$ cat src/inc/ssq_pkg.sv
package ssq_pkg;
  // register byte addresses
  localparam logic [7:0] ADDR_CTRL = 8'h00;
  localparam logic [7:0] ADDR_CONFIG = 8'h04;
  localparam logic [7:0] ADDR_STATUS = 8'h08;
  localparam logic [7:0] ADDR_LEN = 8'h0C;
  localparam logic [7:0] ADDR_LIST = 8'h40;
  // control bits, write-one pulses
  localparam int CTRL_START = 0;
  localparam int CTRL_SW_TRIG = 1;
  localparam int CTRL_ABORT = 2;
  // config fields
  localparam int CFG_SRC_LSB = 0;
  localparam int CFG_SRC_EDGE = 6;
  localparam int CFG_ROUTE_LSB = 8;
  localparam int CFG_ROUTE_EDGE = 14;
  localparam int CFG_ORDER_LSB = 16;
  localparam logic [31:0] CFG_RESET = 32'h0000_0000;
  localparam logic [31:0] CFG_MASK = 32'h0003_7F7F;
  // status fields
  localparam int STAT_RUNNING = 0;
  localparam int STAT_WAITING = 1;
  localparam int STAT_DONE = 2;
  localparam int STAT_IDX_LSB = 8;
  // list entry: connection pattern in the low bits, trigger-wait flag on top
  localparam int ENTRY_WAIT = 31;
  // trigger line map shared by inputs and outputs
  localparam int LINE_EXT = 0;
  localparam int LINE_TRIG0 = 1;
  localparam int LINE_STAR = 9;
  localparam int LINE_BACK = 10;
  localparam int LINE_FRONT = 11;
  localparam int LINE_BACK_UNIT0 = 12;
  localparam int LINE_FRONT_UNIT0 = 24;
  localparam int NUM_LINES = 36;
  // source code: 0 immediate, 1 software, SRC_LINE0 + line otherwise
  localparam logic [5:0] SRC_IMMEDIATE = 6'h00;
  localparam logic [5:0] SRC_SOFTWARE = 6'h01;
  localparam logic [5:0] SRC_LINE0 = 6'h02;
  // route code: 0 none, ROUTE_LINE0 + line otherwise
  localparam logic [5:0] ROUTE_NONE = 6'h00;
  localparam logic [5:0] ROUTE_LINE0 = 6'h01;
  // edge select
  localparam logic EDGE_RISING = 1'b0;
  localparam logic EDGE_FALLING = 1'b1;
  // connection order codes
  localparam logic [1:0] ORDER_NEUTRAL = 2'h0;
  localparam logic [1:0] ORDER_OPEN_FIRST = 2'h1;
  localparam logic [1:0] ORDER_CLOSE_FIRST = 2'h2;
  // axi responses
  localparam logic [1:0] RESP_OKAY = 2'h0;
  localparam logic [1:0] RESP_SLVERR = 2'h2;
  // step-done pulse length in cycles
  localparam int PULSE_CYCLES = 2;

  typedef enum logic [2:0] {
    SSQ_IDLE,
    SSQ_STEP1,
    SSQ_STEP2,
    SSQ_PULSE,
    SSQ_WAIT
  } ssq_state_t;
endpackage : ssq_pkg

$ cat src/core/ssq_scan_sequencer.sv
// How it works
// RULE1 - star bus route gets the step-done pulse before the next entry starts
// RULE2 - route also offers back, front and twelve unit lines each; only one driven
// RULE3 - each edge setting picks rising or falling as the active event
// RULE4 - neutral order adds new connections, leaves existing ones untouched
// RULE5 - open-first releases all old connections before closing new ones
// RULE6 - close-first closes all new connections before releasing old ones
// RULE7 - immediate source advances without waiting for any trigger
// RULE8 - external source holds at the wait point until an active edge arrives
// RULE9 - software source holds until host writes the trigger command
// RULE10 - trigger lines zero to seven selectable as the advance source
// RULE11 - star bus selectable as the advance source
// RULE12 - back, front and twelve unit lines per panel selectable as source
// RULE13 - pause only at entries flagged as trigger waits, then advance
// RULE14 - route none suppresses the step-done pulse on every line
// RULE15 - trigger lines zero to seven selectable as step-done destinations
// RULE16 - inputs synchronised, one event per edge, edges ignored unless waiting
// RULE17 - one pulse of chosen polarity after the entry's connections complete
//
// Our own choices: the address map and the AXI4-Lite slave port.
module ssq_scan_sequencer #(
  parameter int ENTRIES = 16,
  parameter int CONN_W = 16
) (
  input wire logic aclk,
  input wire logic aresetn,
  input wire logic [7:0] s_axi_awaddr,
  input wire logic s_axi_awvalid,
  output logic s_axi_awready,
  input wire logic [31:0] s_axi_wdata,
  input wire logic [3:0] s_axi_wstrb,
  input wire logic s_axi_wvalid,
  output logic s_axi_wready,
  output logic [1:0] s_axi_bresp,
  output logic s_axi_bvalid,
  input wire logic s_axi_bready,
  input wire logic [7:0] s_axi_araddr,
  input wire logic s_axi_arvalid,
  output logic s_axi_arready,
  output logic [31:0] s_axi_rdata,
  output logic [1:0] s_axi_rresp,
  output logic s_axi_rvalid,
  input wire logic s_axi_rready,
  input wire logic [ssq_pkg::NUM_LINES-1:0] trig_line_in,
  output logic [ssq_pkg::NUM_LINES-1:0] step_done_line_out,
  output logic [ssq_pkg::NUM_LINES-1:0] step_done_line_oe,
  output logic [CONN_W-1:0] connection_out
);
  localparam int IW = $clog2(ENTRIES);
  localparam int NL = ssq_pkg::NUM_LINES;

  if (ENTRIES < 2 || ENTRIES > 48 || CONN_W < 1 || CONN_W > 31) begin : g_check
    $error("ssq_scan_sequencer: ENTRIES must be 2..48 and CONN_W 1..31");
  end

  function automatic logic [31:0] ssq_merge(input logic [31:0] old_v, input logic [31:0] new_v,
                                            input logic [3:0] strb);
    logic [31:0] res;
    res = old_v;
    for (int b = 0; b < 4; b++) begin
      if (strb[b]) begin
        res[b*8 +: 8] = new_v[b*8 +: 8];
      end
    end
    return res;
  endfunction : ssq_merge

  // list window test in nine bits so the end of a full list cannot wrap to zero
  function automatic logic ssq_in_list(input logic [7:0] a);
    return {1'b0, a} >= {1'b0, ssq_pkg::ADDR_LIST} &&
           {1'b0, a} < {1'b0, ssq_pkg::ADDR_LIST} + 9'(4 * ENTRIES) && a[1:0] == 2'h0;
  endfunction : ssq_in_list

  // ---------------- bus slave ----------------
  logic awready_r, awready_nxt, wready_r, wready_nxt;
  logic aw_held_r, aw_held_nxt, w_held_r, w_held_nxt;
  logic [7:0] awaddr_r, awaddr_nxt;
  logic [31:0] wdata_r, wdata_nxt;
  logic [3:0] wstrb_r, wstrb_nxt;
  logic bvalid_r, bvalid_nxt, arready_r, arready_nxt, rvalid_r, rvalid_nxt;
  logic [1:0] bresp_r, bresp_nxt, rresp_r, rresp_nxt;
  logic [31:0] rdata_r, rdata_nxt;
  logic [31:0] cfg_r, cfg_nxt;
  logic [IW:0] len_r, len_nxt;
  logic [31:0] len_word;
  logic [31:0] list_mem [ENTRIES];
  logic mem_we;
  logic [IW-1:0] mem_idx;
  logic wr_go, start_cmd, sw_trig_cmd, abort_cmd;

  // sequencer state, declared here because status reads it
  ssq_pkg::ssq_state_t state_r, state_nxt;
  logic [IW-1:0] idx_r, idx_nxt;
  logic done_r, done_nxt;

  always_comb begin
    awready_nxt = awready_r;
    wready_nxt = wready_r;
    aw_held_nxt = aw_held_r;
    w_held_nxt = w_held_r;
    awaddr_nxt = awaddr_r;
    wdata_nxt = wdata_r;
    wstrb_nxt = wstrb_r;
    bvalid_nxt = bvalid_r;
    bresp_nxt = bresp_r;
    arready_nxt = arready_r;
    rvalid_nxt = rvalid_r;
    rdata_nxt = rdata_r;
    rresp_nxt = rresp_r;
    cfg_nxt = cfg_r;
    len_nxt = len_r;
    len_word = ssq_merge({{(31-IW){1'b0}}, len_r}, wdata_r, wstrb_r);
    mem_we = 1'b0;
    mem_idx = awaddr_r[IW+1:2];
    start_cmd = 1'b0;
    sw_trig_cmd = 1'b0;
    abort_cmd = 1'b0;
    // address and data are taken independently, in either order
    if (s_axi_awvalid && awready_r) begin
      aw_held_nxt = 1'b1;
      awaddr_nxt = s_axi_awaddr;
      awready_nxt = 1'b0;
    end
    if (s_axi_wvalid && wready_r) begin
      w_held_nxt = 1'b1;
      wdata_nxt = s_axi_wdata;
      wstrb_nxt = s_axi_wstrb;
      wready_nxt = 1'b0;
    end
    wr_go = aw_held_r && w_held_r && !bvalid_r;
    if (wr_go) begin
      bvalid_nxt = 1'b1;
      bresp_nxt = ssq_pkg::RESP_OKAY;
      aw_held_nxt = 1'b0;
      w_held_nxt = 1'b0;
      if (awaddr_r == ssq_pkg::ADDR_CTRL) begin
        start_cmd = wstrb_r[0] && wdata_r[ssq_pkg::CTRL_START];
        sw_trig_cmd = wstrb_r[0] && wdata_r[ssq_pkg::CTRL_SW_TRIG]; // see RULE9
        abort_cmd = wstrb_r[0] && wdata_r[ssq_pkg::CTRL_ABORT];
      end else if (awaddr_r == ssq_pkg::ADDR_CONFIG) begin
        cfg_nxt = ssq_merge(cfg_r, wdata_r, wstrb_r) & ssq_pkg::CFG_MASK;
      end else if (awaddr_r == ssq_pkg::ADDR_STATUS) begin
        bresp_nxt = ssq_pkg::RESP_OKAY;
      end else if (awaddr_r == ssq_pkg::ADDR_LEN) begin
        len_nxt = len_word[IW:0];
      end else if (ssq_in_list(awaddr_r)) begin
        mem_we = 1'b1;
        mem_idx = IW'((awaddr_r - ssq_pkg::ADDR_LIST) >> 2);
      end else begin
        bresp_nxt = ssq_pkg::RESP_SLVERR;
      end
    end
    if (bvalid_r && s_axi_bready) begin
      bvalid_nxt = 1'b0;
      awready_nxt = 1'b1;
      wready_nxt = 1'b1;
    end
    if (s_axi_arvalid && arready_r) begin
      arready_nxt = 1'b0;
      rvalid_nxt = 1'b1;
      rresp_nxt = ssq_pkg::RESP_OKAY;
      rdata_nxt = 32'h0000_0000;
      if (s_axi_araddr == ssq_pkg::ADDR_CTRL) begin
        rdata_nxt = 32'h0000_0000;
      end else if (s_axi_araddr == ssq_pkg::ADDR_CONFIG) begin
        rdata_nxt = cfg_r;
      end else if (s_axi_araddr == ssq_pkg::ADDR_STATUS) begin
        rdata_nxt[ssq_pkg::STAT_RUNNING] = state_r != ssq_pkg::SSQ_IDLE;
        rdata_nxt[ssq_pkg::STAT_WAITING] = state_r == ssq_pkg::SSQ_WAIT;
        rdata_nxt[ssq_pkg::STAT_DONE] = done_r;
        rdata_nxt[ssq_pkg::STAT_IDX_LSB +: IW] = idx_r;
      end else if (s_axi_araddr == ssq_pkg::ADDR_LEN) begin
        rdata_nxt = 32'(len_r);
      end else if (ssq_in_list(s_axi_araddr)) begin
        rdata_nxt = list_mem[IW'((s_axi_araddr - ssq_pkg::ADDR_LIST) >> 2)];
      end else begin
        rresp_nxt = ssq_pkg::RESP_SLVERR;
      end
    end
    if (rvalid_r && s_axi_rready) begin
      rvalid_nxt = 1'b0;
      arready_nxt = 1'b1;
    end
  end

  always_ff @(posedge aclk) begin
    if (!aresetn) begin
      awready_r <= 1'b1;
      wready_r <= 1'b1;
      aw_held_r <= 1'b0;
      w_held_r <= 1'b0;
      awaddr_r <= 8'h00;
      wdata_r <= 32'h0000_0000;
      wstrb_r <= 4'h0;
      bvalid_r <= 1'b0;
      bresp_r <= ssq_pkg::RESP_OKAY;
      arready_r <= 1'b1;
      rvalid_r <= 1'b0;
      rdata_r <= 32'h0000_0000;
      rresp_r <= ssq_pkg::RESP_OKAY;
      cfg_r <= ssq_pkg::CFG_RESET;
      len_r <= '0;
    end else begin
      awready_r <= awready_nxt;
      wready_r <= wready_nxt;
      aw_held_r <= aw_held_nxt;
      w_held_r <= w_held_nxt;
      awaddr_r <= awaddr_nxt;
      wdata_r <= wdata_nxt;
      wstrb_r <= wstrb_nxt;
      bvalid_r <= bvalid_nxt;
      bresp_r <= bresp_nxt;
      arready_r <= arready_nxt;
      rvalid_r <= rvalid_nxt;
      rdata_r <= rdata_nxt;
      rresp_r <= rresp_nxt;
      cfg_r <= cfg_nxt;
      len_r <= len_nxt;
    end
  end

  always_ff @(posedge aclk) begin
    if (mem_we) begin
      list_mem[mem_idx] <= ssq_merge(list_mem[mem_idx], wdata_r, wstrb_r);
    end
  end

  assign s_axi_awready = awready_r;
  assign s_axi_wready = wready_r;
  assign s_axi_bvalid = bvalid_r;
  assign s_axi_bresp = bresp_r;
  assign s_axi_arready = arready_r;
  assign s_axi_rvalid = rvalid_r;
  assign s_axi_rdata = rdata_r;
  assign s_axi_rresp = rresp_r;

  // ---------------- trigger inputs ----------------
  logic [NL-1:0] sync1_r, sync2_r, prev_r;
  logic [NL-1:0] act_edge;
  logic [5:0] src;
  logic line_hit, trig_hit;

  always_ff @(posedge aclk) begin
    if (!aresetn) begin
      sync1_r <= '0;
      sync2_r <= '0;
      prev_r <= '0;
    end else begin
      sync1_r <= trig_line_in; // see RULE16
      sync2_r <= sync1_r;
      prev_r <= sync2_r;
    end
  end

  always_comb begin
    src = cfg_r[ssq_pkg::CFG_SRC_LSB +: 6];
    // see RULE3
    act_edge = (cfg_r[ssq_pkg::CFG_SRC_EDGE] == ssq_pkg::EDGE_FALLING) ?
               (prev_r & ~sync2_r) : (sync2_r & ~prev_r);
    line_hit = 1'b0;
    // covers external, trigger lines, star, panel and unit lines; see RULE8 RULE10 RULE11 RULE12
    if (src >= ssq_pkg::SRC_LINE0 && src < ssq_pkg::SRC_LINE0 + 6'(NL)) begin
      line_hit = act_edge[src - ssq_pkg::SRC_LINE0];
    end
    trig_hit = (src == ssq_pkg::SRC_SOFTWARE) ? sw_trig_cmd : line_hit; // see RULE9
  end

  // ---------------- sequencer ----------------
  logic [CONN_W-1:0] conn_r, conn_nxt, entry_conn;
  logic entry_wait, last_entry;
  logic [$clog2(ssq_pkg::PULSE_CYCLES+1)-1:0] pcnt_r, pcnt_nxt;
  logic [1:0] order;

  always_comb begin
    state_nxt = state_r;
    idx_nxt = idx_r;
    done_nxt = done_r;
    conn_nxt = conn_r;
    pcnt_nxt = pcnt_r;
    order = cfg_r[ssq_pkg::CFG_ORDER_LSB +: 2];
    entry_conn = list_mem[idx_r][CONN_W-1:0];
    entry_wait = list_mem[idx_r][ssq_pkg::ENTRY_WAIT];
    last_entry = 32'(idx_r) + 32'd1 >= 32'(len_r);
    case (state_r)
      ssq_pkg::SSQ_IDLE: begin
        if (start_cmd && len_r != '0) begin
          idx_nxt = '0;
          done_nxt = 1'b0;
          state_nxt = ssq_pkg::SSQ_STEP1;
        end
      end
      ssq_pkg::SSQ_STEP1: begin
        if (order == ssq_pkg::ORDER_OPEN_FIRST) begin
          conn_nxt = '0; // see RULE5
          state_nxt = ssq_pkg::SSQ_STEP2;
        end else if (order == ssq_pkg::ORDER_CLOSE_FIRST) begin
          conn_nxt = conn_r | entry_conn; // see RULE6
          state_nxt = ssq_pkg::SSQ_STEP2;
        end else begin
          conn_nxt = conn_r | entry_conn; // see RULE4
          pcnt_nxt = '0;
          state_nxt = ssq_pkg::SSQ_PULSE;
        end
      end
      ssq_pkg::SSQ_STEP2: begin
        // open-first makes the new set, close-first now drops the old one
        conn_nxt = entry_conn; // see RULE5 RULE6
        pcnt_nxt = '0;
        state_nxt = ssq_pkg::SSQ_PULSE;
      end
      ssq_pkg::SSQ_PULSE: begin
        pcnt_nxt = pcnt_r + 1'b1;
        if (32'(pcnt_r) == ssq_pkg::PULSE_CYCLES - 1) begin
          if (entry_wait && src != ssq_pkg::SRC_IMMEDIATE) begin // see RULE7 RULE13
            state_nxt = ssq_pkg::SSQ_WAIT;
          end else if (last_entry) begin
            done_nxt = 1'b1;
            state_nxt = ssq_pkg::SSQ_IDLE;
          end else begin
            idx_nxt = idx_r + 1'b1; // see RULE1
            state_nxt = ssq_pkg::SSQ_STEP1;
          end
        end
      end
      ssq_pkg::SSQ_WAIT: begin
        if (trig_hit) begin // see RULE13 RULE16
          if (last_entry) begin
            done_nxt = 1'b1;
            state_nxt = ssq_pkg::SSQ_IDLE;
          end else begin
            idx_nxt = idx_r + 1'b1;
            state_nxt = ssq_pkg::SSQ_STEP1;
          end
        end
      end
      default: state_nxt = ssq_pkg::SSQ_IDLE;
    endcase
    if (abort_cmd) begin
      state_nxt = ssq_pkg::SSQ_IDLE;
    end
  end

  // ---------------- step-done output ----------------
  logic [NL-1:0] out_r, out_nxt, oe_r, oe_nxt;
  logic [5:0] route;
  logic idle_lvl;

  always_comb begin
    route = cfg_r[ssq_pkg::CFG_ROUTE_LSB +: 6];
    idle_lvl = cfg_r[ssq_pkg::CFG_ROUTE_EDGE] == ssq_pkg::EDGE_FALLING; // see RULE3
    out_nxt = '0;
    oe_nxt = '0;
    // none or an unknown code leaves every line undriven; see RULE14
    if (route >= ssq_pkg::ROUTE_LINE0 && route < ssq_pkg::ROUTE_LINE0 + 6'(NL)) begin
      oe_nxt[route - ssq_pkg::ROUTE_LINE0] = 1'b1; // see RULE2 RULE15
      // pulse only after the entry's connections are in place; see RULE17 RULE1
      out_nxt[route - ssq_pkg::ROUTE_LINE0] = idle_lvl ^ (state_nxt == ssq_pkg::SSQ_PULSE);
    end
  end

  always_ff @(posedge aclk) begin
    if (!aresetn) begin
      state_r <= ssq_pkg::SSQ_IDLE;
      idx_r <= '0;
      done_r <= 1'b0;
      conn_r <= '0;
      pcnt_r <= '0;
      out_r <= '0;
      oe_r <= '0;
    end else begin
      state_r <= state_nxt;
      idx_r <= idx_nxt;
      done_r <= done_nxt;
      conn_r <= conn_nxt;
      pcnt_r <= pcnt_nxt;
      out_r <= out_nxt;
      oe_r <= oe_nxt;
    end
  end

  assign step_done_line_out = out_r;
  assign step_done_line_oe = oe_r;
  assign connection_out = conn_r;
endmodule : ssq_scan_sequencer

$ cat config.mk
export PLATFORM = sky130hd
export DESIGN_NAME = ssq_scan_sequencer
export DESIGN_NICKNAME = d
export VERILOG_FILES = /design/src/inc/ssq_pkg.sv /design/src/core/ssq_scan_sequencer.sv
export SDC_FILE = /design/constraint.sdc
export NUM_CORES = 1
export LEC_CHECK = 0
export BUFFER_PORTS_ARGS = -buffer_cell sky130_fd_sc_hd__buf_2
export CAP_MARGIN = 5
export CORE_UTILIZATION = 26
export DETAILED_ROUTE_END_ITERATION = 10
export SLEW_MARGIN = 20
export SYNTH_ARGS = -nofsm -noshare
export SYNTH_HDL_FRONTEND = slang
export SYNTH_SLANG_ARGS = --single-unit
export TNS_END_PERCENT = 10
$ cat constraint.sdc
create_clock -name aclk -period 3.2 [get_ports aclk]
set_input_delay 0.48 -clock aclk [delete_from_list [all_inputs] [get_ports aclk]]
set_output_delay 0.48 -clock aclk [all_outputs]
set_load 0.03 [all_outputs]
Word-level counts from Yosys, hierarchy flattened
Memories as Yosys holds them, arrays and structs flattened. A register that Yosys moved wholly into a read port is not among the register bits.
Index checks and enable logic that the tools add are counted.

word-level totals
  register bits after elaboration = 314
  memories = 1
  memory bits (writable) = 512
  output and inout bits = 129
  logic and storage cells = 209

memories
  name      depth  width  read ports  clocked after memory_dff  write ports  RTL line                  text
  list_mem  16     32     2           1                         1            ssq_scan_sequencer.sv:86  logic [31:0] list_mem [ENTRIES];

cells by class
  $lt $le $gt $ge = 12
  reductions and logical operators = 45
  $add $sub $neg = 7
  bitwise logic cells = 11
  mux-type cells = 81
  eq/ne operators = 25

operators by type and width
  kind                                                                    number
  32-bit 2-to-1 mux                                                       4
  36-bit AND                                                              3
  36-bit NOT                                                              2
  8-bit 2-to-1 mux                                                        8
  4-bit 2-to-1 mux                                                        14
  36-bit 2-to-1 mux                                                       1
  8-bit by 4-bit equality test with 1-bit output (second input constant)  4
  16-bit one-hot mux with 2 select lines                                  1
  1-bit 2-to-1 mux                                                        26
  2-bit 2-to-1 mux                                                        12
  20-bit 2-to-1 mux                                                       1
  2-bit inequality test (second input constant)                           10
  1-bit logical AND                                                       19
  3-bit 2-to-1 mux                                                        6
  6-bit by 1-bit subtractor with 6-bit output (second input constant)     3
  8-bit by 3-bit equality test with 1-bit output (second input constant)  2
  8-bit by 7-bit >= comparator with 1-bit output (second input constant)  2
  8-bit zero test                                                         2
  8-bit < comparator (second input constant)                              2
  16-bit 2-to-1 mux                                                       1
  16-bit bitwise OR                                                       1
  3-bit one-hot mux with 5 select lines                                   1
  6-bit by 7-bit < comparator with 1-bit output (second input constant)   2
  6-bit by 1-bit >= comparator with 1-bit output (second input constant)  2
  other kinds (34)                                                        52

Depth between registers and ports, before layout
Gate-level depths: netlist of run 1.

  depth after elaboration = 13
  mapped depth = 13

Worst setup path after synthesis of run 1
Ideal clock, no wire load.

  kind = register to register
  start point = register cfg_r[1]
  end point = register (tool-made name)
  data arrival time = 3263 ps
  period minus slack after synthesis = 3343 ps
  stages on the path, launching flop included = 13
  setup slack = -143 ps
  buffers on the path = 2
  cell sequence = dfxtp_1 clkbuf_1 inv_1 ha_1 clkbuf_1 nor3b_1 a31oi_1 mux4_2 a22o_1 nor4b_1 a21oi_1 a21oi_1 mux2i_1

RTL lines
  item                    RTL line                   text
  start, declared         ssq_scan_sequencer.sv:83   logic [31:0] cfg_r, cfg_nxt;
  start signal, assigned  ssq_scan_sequencer.sv:201  cfg_r <= ssq_pkg::CFG_RESET;
  start signal, assigned  ssq_scan_sequencer.sv:217  cfg_r <= cfg_nxt;

==> impl_metrics.csv, run 1 <==
group,metric,value,unit
outcome,status,"completed",
global_route,grt_use_met2,21.3,%
placement,hpwl,62400,um
power,peakVddDrop,394,uV
final_layout,final_cell_mix,"512 x edfxtp_1, 314 x dfxtp_1, 247 x mux4_2",
logic_synthesis,ys.flop_type,"edfxtp_1",
worst_setup_path,reg2reg_from,"cfg_r[1]$_SDFFE_PN0P_",
clock_tree,cts_tree,"built",
global_route,first_global_vias,20407,
final_layout,fillers,12249,
placement,dpl_cell_area,37000,um^2
final_layout,nets,2636,
global_route,grt_use_met3,5.13,%
global_route,top_usage_layer,"met2",
logic_synthesis,avgSynthCellArea,15.2,um^2
logic_synthesis,synth_area,33200,um^2
job,maxCapViolations,0,
power,power_density,572,nW/um^2
placement,place_inst,4049,
worst_setup_path,crit_start,"cfg_r[1]$_SDFFE_PN0P_",
sta,drv_slew,0,
worst_setup_path,path_class,"reg -> reg",
sta,max_freq,343,MHz
placement,gp_congestion,0.808,
global_route,antenna_found_initial,5,
route,finalWirelength,92400,um
clock_tree,clkLatencyLatePin,680,ps
sta,fin_worst_skew,29.3,ps
worst_setup_path,rrSetupSlack,280,ps
route,final_antenna_net_count,0,
global_route,grt_pass1_wl,136000,um
final_layout,final_util,32.1,%
global_route,globalRouteTotalUtil,14.2,%
sta,finalHoldViolCount,0,
final_layout,layout_commonest_cell,"edfxtp_1",
sta,min_period_over_period,91.1,%
worst_setup_path,cp.arrival,3500,ps
sta,slew_headroom,37.5,%
clock_tree,cts_sinks,828,
logic_synthesis,ys_seq_elements,828,
route,wl_per_cell,21.7,um
route,viasPerCell,4.73,
sta,grt_setup_unrepaired,"no",
final_layout,final_cell_area,40500,um^2
logic_synthesis,ys_types,67,
route,dr.pass1.iters,5,
clock_tree,cts_setup_buffers,0,
floorplanning,top_level_ports,224,
floorplanning,rows,130,
placement,place_ws,87.7,ps
sta,fin_crit,2920,ps
sta,finalSetupViolCount,0,
global_route,overflow,0,
clock_tree,cts_buffer_depth,3,
sta,worst_slew_pin_slew,936,ps
logic_synthesis,ys_seq_area_share,65.4,%
worst_setup_path,crit_path_max_fanout,32,
final_layout,drive_gt1_share,29.9,%
floorplanning,die_x,359,um
logic_synthesis,async_flop_share,0,%
route,drt_iter0_drc,1837,
clock_tree,cts.clk_slew.worst_paths,60,ps
power,p_leak,13.3,nW
floorplanning,die-height,359,um
logic_synthesis,synth_edf_count,512,
clock_tree,cts_root_buf,"clkbuf_16",
worst_setup_path,end_kind,"flip-flop",
route,vias,20129,
floorplanning,dieArea,129000,um^2
final_layout,diodes,0,
logic_synthesis,yosys_warnings,0,
worst_setup_path,reg2reg_depth,11,
clock_tree,numCtsBuffers,90,
placement,numPortBuffers,221,
sta,finalSetupTns,0,ps
floorplanning,core,126000,um^2
worst_hold_path,hold_class,"in -> reg",
worst_setup_path,cp-start-kind,"flip-flop",
global_route,grt_use_met1,19.3,%
final_layout,syn_to_final_growth,22.0,%
logic_synthesis,synthCells,2185,
floorplanning,start_util,26.3,%
sta,layout_setup_ws,283,ps
final_layout,fin_cells,4253,
route,drcViolationCount,0,
sta,hold_slack,57.4,ps
power,power,23.2,mW
clock_tree,htreeDepth,3,
worst_setup_path,cp.required,3790,ps
global_route,grt_start_max_net_pins,135,
layer usage:
metal	wire length, um	vias to the layer above	part of all wire [%]
met1	40600	10228	44
li1	-	9053	-
met2	40800	719	44
met4	1870	8	2.0
met5	49	-	0.053
met3	8980	121	9.7
registers in the layout (all words and copies together) (netlist names), 2 cells and up, named ones only:
name / flops
list_mem: 512
prev_r: 36
step_done_line_oe: 36
step_done_line_out: 36
sync1_r: 36
sync2_r: 36
s_axi_rdata: 32
wdata_r: 32
cfg_r: 16
connection_out: 16
awaddr_r: 8
len_r: 5
idx_r: 4
wstrb_r: 4
state_r: 3
pcnt_r: 2
worst min path at each step:
stage	to	depth (start not counted)	start	slack, ps
after floorplan	sync2_r[0]$_SDFF_PN0_	1	sync1_r[0]$_SDFF_PN0_	410
after global placement	sync2_r[13]$_SDFF_PN0_	1	sync1_r[13]$_SDFF_PN0_	420
after detailed placement	sync2_r[28]$_SDFF_PN0_	1	sync1_r[28]$_SDFF_PN0_	420
after CTS	wdata_r[19]$_SDFFE_PN0P_	3	s_axi_wdata[19]	1
after global routing	sync1_r[19]$_SDFF_PN0_	2	trig_line_in[19]	30
final	wstrb_r[2]$_SDFFE_PN0P_	3	s_axi_wstrb[2]	60
report_power, final:
group | switching (mW) | leakage, nW | internal [mW]
clock network | 4.46 | 1.49 | 6.25
registers | 0.168 | 6.83 | 11.4
logic | 0.485 | 4.99 | 0.400
total | 5.11 | 13.3 | 18.1
synth_stat cells, types with 3 or more instances:
library cell / number / area share, %
or3_1: 6 / 0.11
a211oi_1: 27 / 0.61
nor2b_1: 11 / 0.21
mux2i_1: 24 / 0.72
buf_2: 16 / 0.24
o21ai_0: 17 / 0.26
nor3_1: 43 / 0.65
and2_1: 104 / 2.0
nor4_1: 5 / 0.094
ha_1: 13 / 0.49
nand4_1: 7 / 0.13
a311oi_1: 5 / 0.13
clkbuf_1: 112 / 1.3
a22oi_1: 23 / 0.52
a31oi_1: 13 / 0.25
and3b_1: 9 / 0.24
o21a_1: 4 / 0.090
nand2b_1: 17 / 0.32
buf_6: 4 / 0.14
a21oi_1: 96 / 1.4
o2111ai_1: 3 / 0.079
nand3_1: 24 / 0.36
nand2_1: 144 / 1.6
nor2_1: 213 / 2.4
buf_1: 15 / 0.17
mux4_2: 247 / 17
edfxtp_1: 512 / 46
xnor2_1: 4 / 0.11
nor4b_1: 6 / 0.16
nand3b_1: 10 / 0.23
nor3_2: 5 / 0.15
inv_1: 41 / 0.46
o22ai_1: 4 / 0.075
nor3b_1: 14 / 0.32
dfxtp_1: 316 / 19
xor2_1: 3 / 0.079
o31ai_1: 18 / 0.41
a222oi_1: 7 / 0.21
timing repair:
item	in CTS	in global routing
hold endpoints to repair	37	0
gates resized for setup	0	3
hold buffers	37	0
endpoints found under the setup margin	0	9
critical path: stages, from the launching register on:
cell and delay [ps]:
dfxtp_1 330, inv_1 60, ha_1 320, buf_12 170, nor3b_1 190, a31oi_1 60, mux4_2 470, a22o_1 230
nor4b_2 320, a21oi_2 190, a21oi_4 220, mux2i_1 230
cell families after synthesis:
| group | count (synthesis) | share of synthesized area [%] |
|---|---|---|
| mux | 273 | 17.6 |
| buf+inv | 191 | 2.33 |
| flops | 828 | 65.4 |
| xor+xnor | 8 | 0.234 |
| fa+ha+maj | 13 | 0.490 |
| compound gates | 245 | 4.84 |
| simple gates | 626 | 9.14 |
| other cells | 1 | 0.0113 |
cell type report:
| class | instances | area (um^2) | share of cell area [%] |
|---|---|---|---|
| Sequential cell | 828 | 21700 | 53.6 |
| Timing Repair Buffer | 399 | 2730 | 6.73 |
| Clock buffer | 117 | 2480 | 6.11 |
| Inverter | 42 | 160 | 0.395 |
| Tap cell | 1650 | 2060 | 5.10 |
| Multi-Input combinational cell | 1167 | 10800 | 26.6 |
| Clock inverter | 50 | 603 | 1.49 |
(Power assumes the default switching activity.)
==> run 2, diff against run 1 <==
--- a/config.mk
+++ b/config.mk
@@ -9,6 +9,7 @@
 export CAP_MARGIN = 5
 export CORE_UTILIZATION = 26
 export DETAILED_ROUTE_END_ITERATION = 10
+export SETUP_SLACK_MARGIN = 0.4
 export SLEW_MARGIN = 20
 export SYNTH_ARGS = -nofsm -noshare
 export SYNTH_HDL_FRONTEND = slang
==> run 2 against run 1 <==
Maximum frequency increased by 1.8%. First-iteration DRC count fell by 3.4%. Critical path depth down 1. Count of clock-buffer cells in the layout up 1. Largest power group unchanged.
==> impl_metrics.csv, run 2 (synthesis results as in run 1) <==
group,metric,value,unit
sta,slew_headroom,43.0,%
worst_hold_path,hold_class,"in -> reg",
final_layout,drive_gt1_share,30.6,%
route,wl_per_cell,22.7,um
power,peakVddDrop,377,uV
sta,max_freq,349,MHz
clock_tree,cts_tree,"built",
worst_setup_path,endpoint,"done_r$_SDFFE_PN0P_",
clock_tree,cts_sinks,828,
final_layout,largest_reg_flops,512,
route,finalWirelength,95500,um
clock_tree,clkLatencyLatePin,650,ps
clock_tree,cts_root_buf,"clkbuf_16",
sta,finalHoldViolCount,0,
final_layout,final_cell_area,39900,um^2
route,viasPerCell,4.75,
global_route,antenna_found_initial,10,
worst_setup_path,rrSetupSlack,340,ps
global_route,overflow,0,
clock_tree,ctsHoldBuffers,0,
job,maxCapViolations,0,
placement,hpwl,63700,um
power,power_density,558,nW/um^2
sta,fin_worst_skew,35.6,ps
placement,place_inst,4041,
sta,finalSetupTns,0,ps
route,drt_iter0_drc,1775,
floorplanning,start_util,26.3,%
clock_tree,cts_buffer_depth,3,
placement,gp_congestion,0.839,
final_layout,nets,2594,
worst_setup_path,cp.arrival,3410,ps
clock_tree,numCtsBuffers,84,
floorplanning,die_x,359,um
final_layout,layout_commonest_cell,"edfxtp_1",
worst_setup_path,reg2reg_from,"cfg_r[1]$_SDFFE_PN0P_",
final_layout,syn_to_final_growth,20.3,%
floorplanning,die-height,359,um
final_layout,final_util,31.7,%
worst_setup_path,end_kind,"flip-flop",
placement,numPortBuffers,221,
sta,grt_setup_unrepaired,"yes",
floorplanning,top_level_ports,224,
route,final_antenna_net_count,0,
worst_setup_path,reg2reg_depth,10,
worst_setup_path,crit_start,"cfg_r[1]$_SDFFE_PN0P_",
worst_setup_path,cp.required,3750,ps
worst_setup_path,crit_path_top_delay_cell,"or3b_2",
worst_setup_path,path_cells,"clkinvlp_4 > ha_4 > buf_4 > or3b_2 > o31a_1 > a22oi_1 > o2111ai_1 > a21oi_4 > a211oi_1 > o21a_1",
global_route,grt_start_max_net_pins,135,
worst_setup_path,r2r-end,"done_r$_SDFFE_PN0P_",
outcome,status,"completed",
final_layout,final_cell_mix,"512 x edfxtp_1, 313 x dfxtp_1, 247 x mux4_2",
floorplanning,core,126000,um^2
global_route,first_global_vias,20207,
route,vias,20002,
sta,fin_crit,2860,ps
clock_tree,cts.clk_slew.worst_paths,70,ps
floorplanning,dieArea,129000,um^2
route,dr.pass1.iters,5,
sta,min_period_over_period,89.5,%
sta,finalSetupViolCount,0,
global_route,globalRouteTotalUtil,14.6,%
worst_setup_path,crit_path_max_fanout,7,
route,drcViolationCount,0,
worst_setup_path,path_class,"reg -> reg",
clock_tree,htreeDepth,3,
sta,drv_slew,0,
global_route,grt_pass1_wl,140000,um
worst_setup_path,max_stage_delay,460,ps
final_layout,regMostFlops,"list_mem",
sta,worst_slew_pin_slew,855,ps
final_layout,fin_cells,4208,
power,p_leak,13.0,nW
floorplanning,rows,130,
placement,dpl_cell_area,37000,um^2
worst_setup_path,cp-start-kind,"flip-flop",
## run 2: cell types whose count changed in the layout (fill, tap and decap cells not counted), moves of 5 or more
cell           delta
dlygate4sd3_1    -37
bufinv_16         -7
nor3b_1           -6
nor3b_2           +6
buf_12            -5
clkinv_4          +5
## run 2: timing repair
item | 4_1_cts | 5_1_grt
setup buffers | 2 | 6
endpoints found under the setup margin | 46 | 47
cloned | 1 | 0
gates resized for setup | 2 | 8
endpoints found under the hold margin | 0 | 0
pin swaps | 3 | 7
## run 2: cell type report
type                       count  area (um^2)
fill                       12279        86100
sequential                   828        21700
multi-input combinational   1168        10900
clock buffer                 118         2440
timing repair buffer         362         2300
tap                         1650         2060
clock inverter                39          369
inverter                      42          166
antenna                        1         2.50
## run 2: worst max-delay path: cells and delay by family, from the launching register on
family	cells	cell delay (ps)
fa+ha+maj	1	290
flops	1	360
buf+inv	2	250
compound gates	6	1410
simple gates	1	460
## run 2: metal layers
metal / routed length [um] / part of all wire, % / global-route usage, %
met4: 2310 / 2.4 / 4.15
met5: 80 / 0.084 / 0
met1: 38900 / 41 / 18.5
met3: 7630 / 8.0 / 3.59
met2: 46600 / 49 / 24.6
## run 2: report_power, final
part | switching [mW] | internal (mW)
combinational | 0.470 | 0.361
clock | 4.29 | 5.56
sequential | 0.158 | 11.4
total | 4.92 | 17.3
## run 2: per-stage QoR
step                      hold WS, ps  setup WS [ps]  power, mW
after floorplan                   412            363       12.3
after global placement            423            284       12.6
after detailed placement          419            252       12.6
after CTS                        12.0            243       22.5
after global routing             23.7            198       23.0
final                            48.3            336       22.3
## run 2: worst min-delay path by stage
stage	start	endpoint	slack, ps	cells past startpoint
floorplan	sync1_r[0]$_SDFF_PN0_	sync2_r[0]$_SDFF_PN0_	410	1
global placement	sync1_r[30]$_SDFF_PN0_	sync2_r[30]$_SDFF_PN0_	420	1
detailed placement	sync1_r[14]$_SDFF_PN0_	sync2_r[14]$_SDFF_PN0_	420	1
CTS	trig_line_in[29]	sync1_r[29]$_SDFF_PN0_	10	2
global route	trig_line_in[27]	sync1_r[27]$_SDFF_PN0_	20	2
finish	trig_line_in[29]	sync1_r[29]$_SDFF_PN0_	50	2
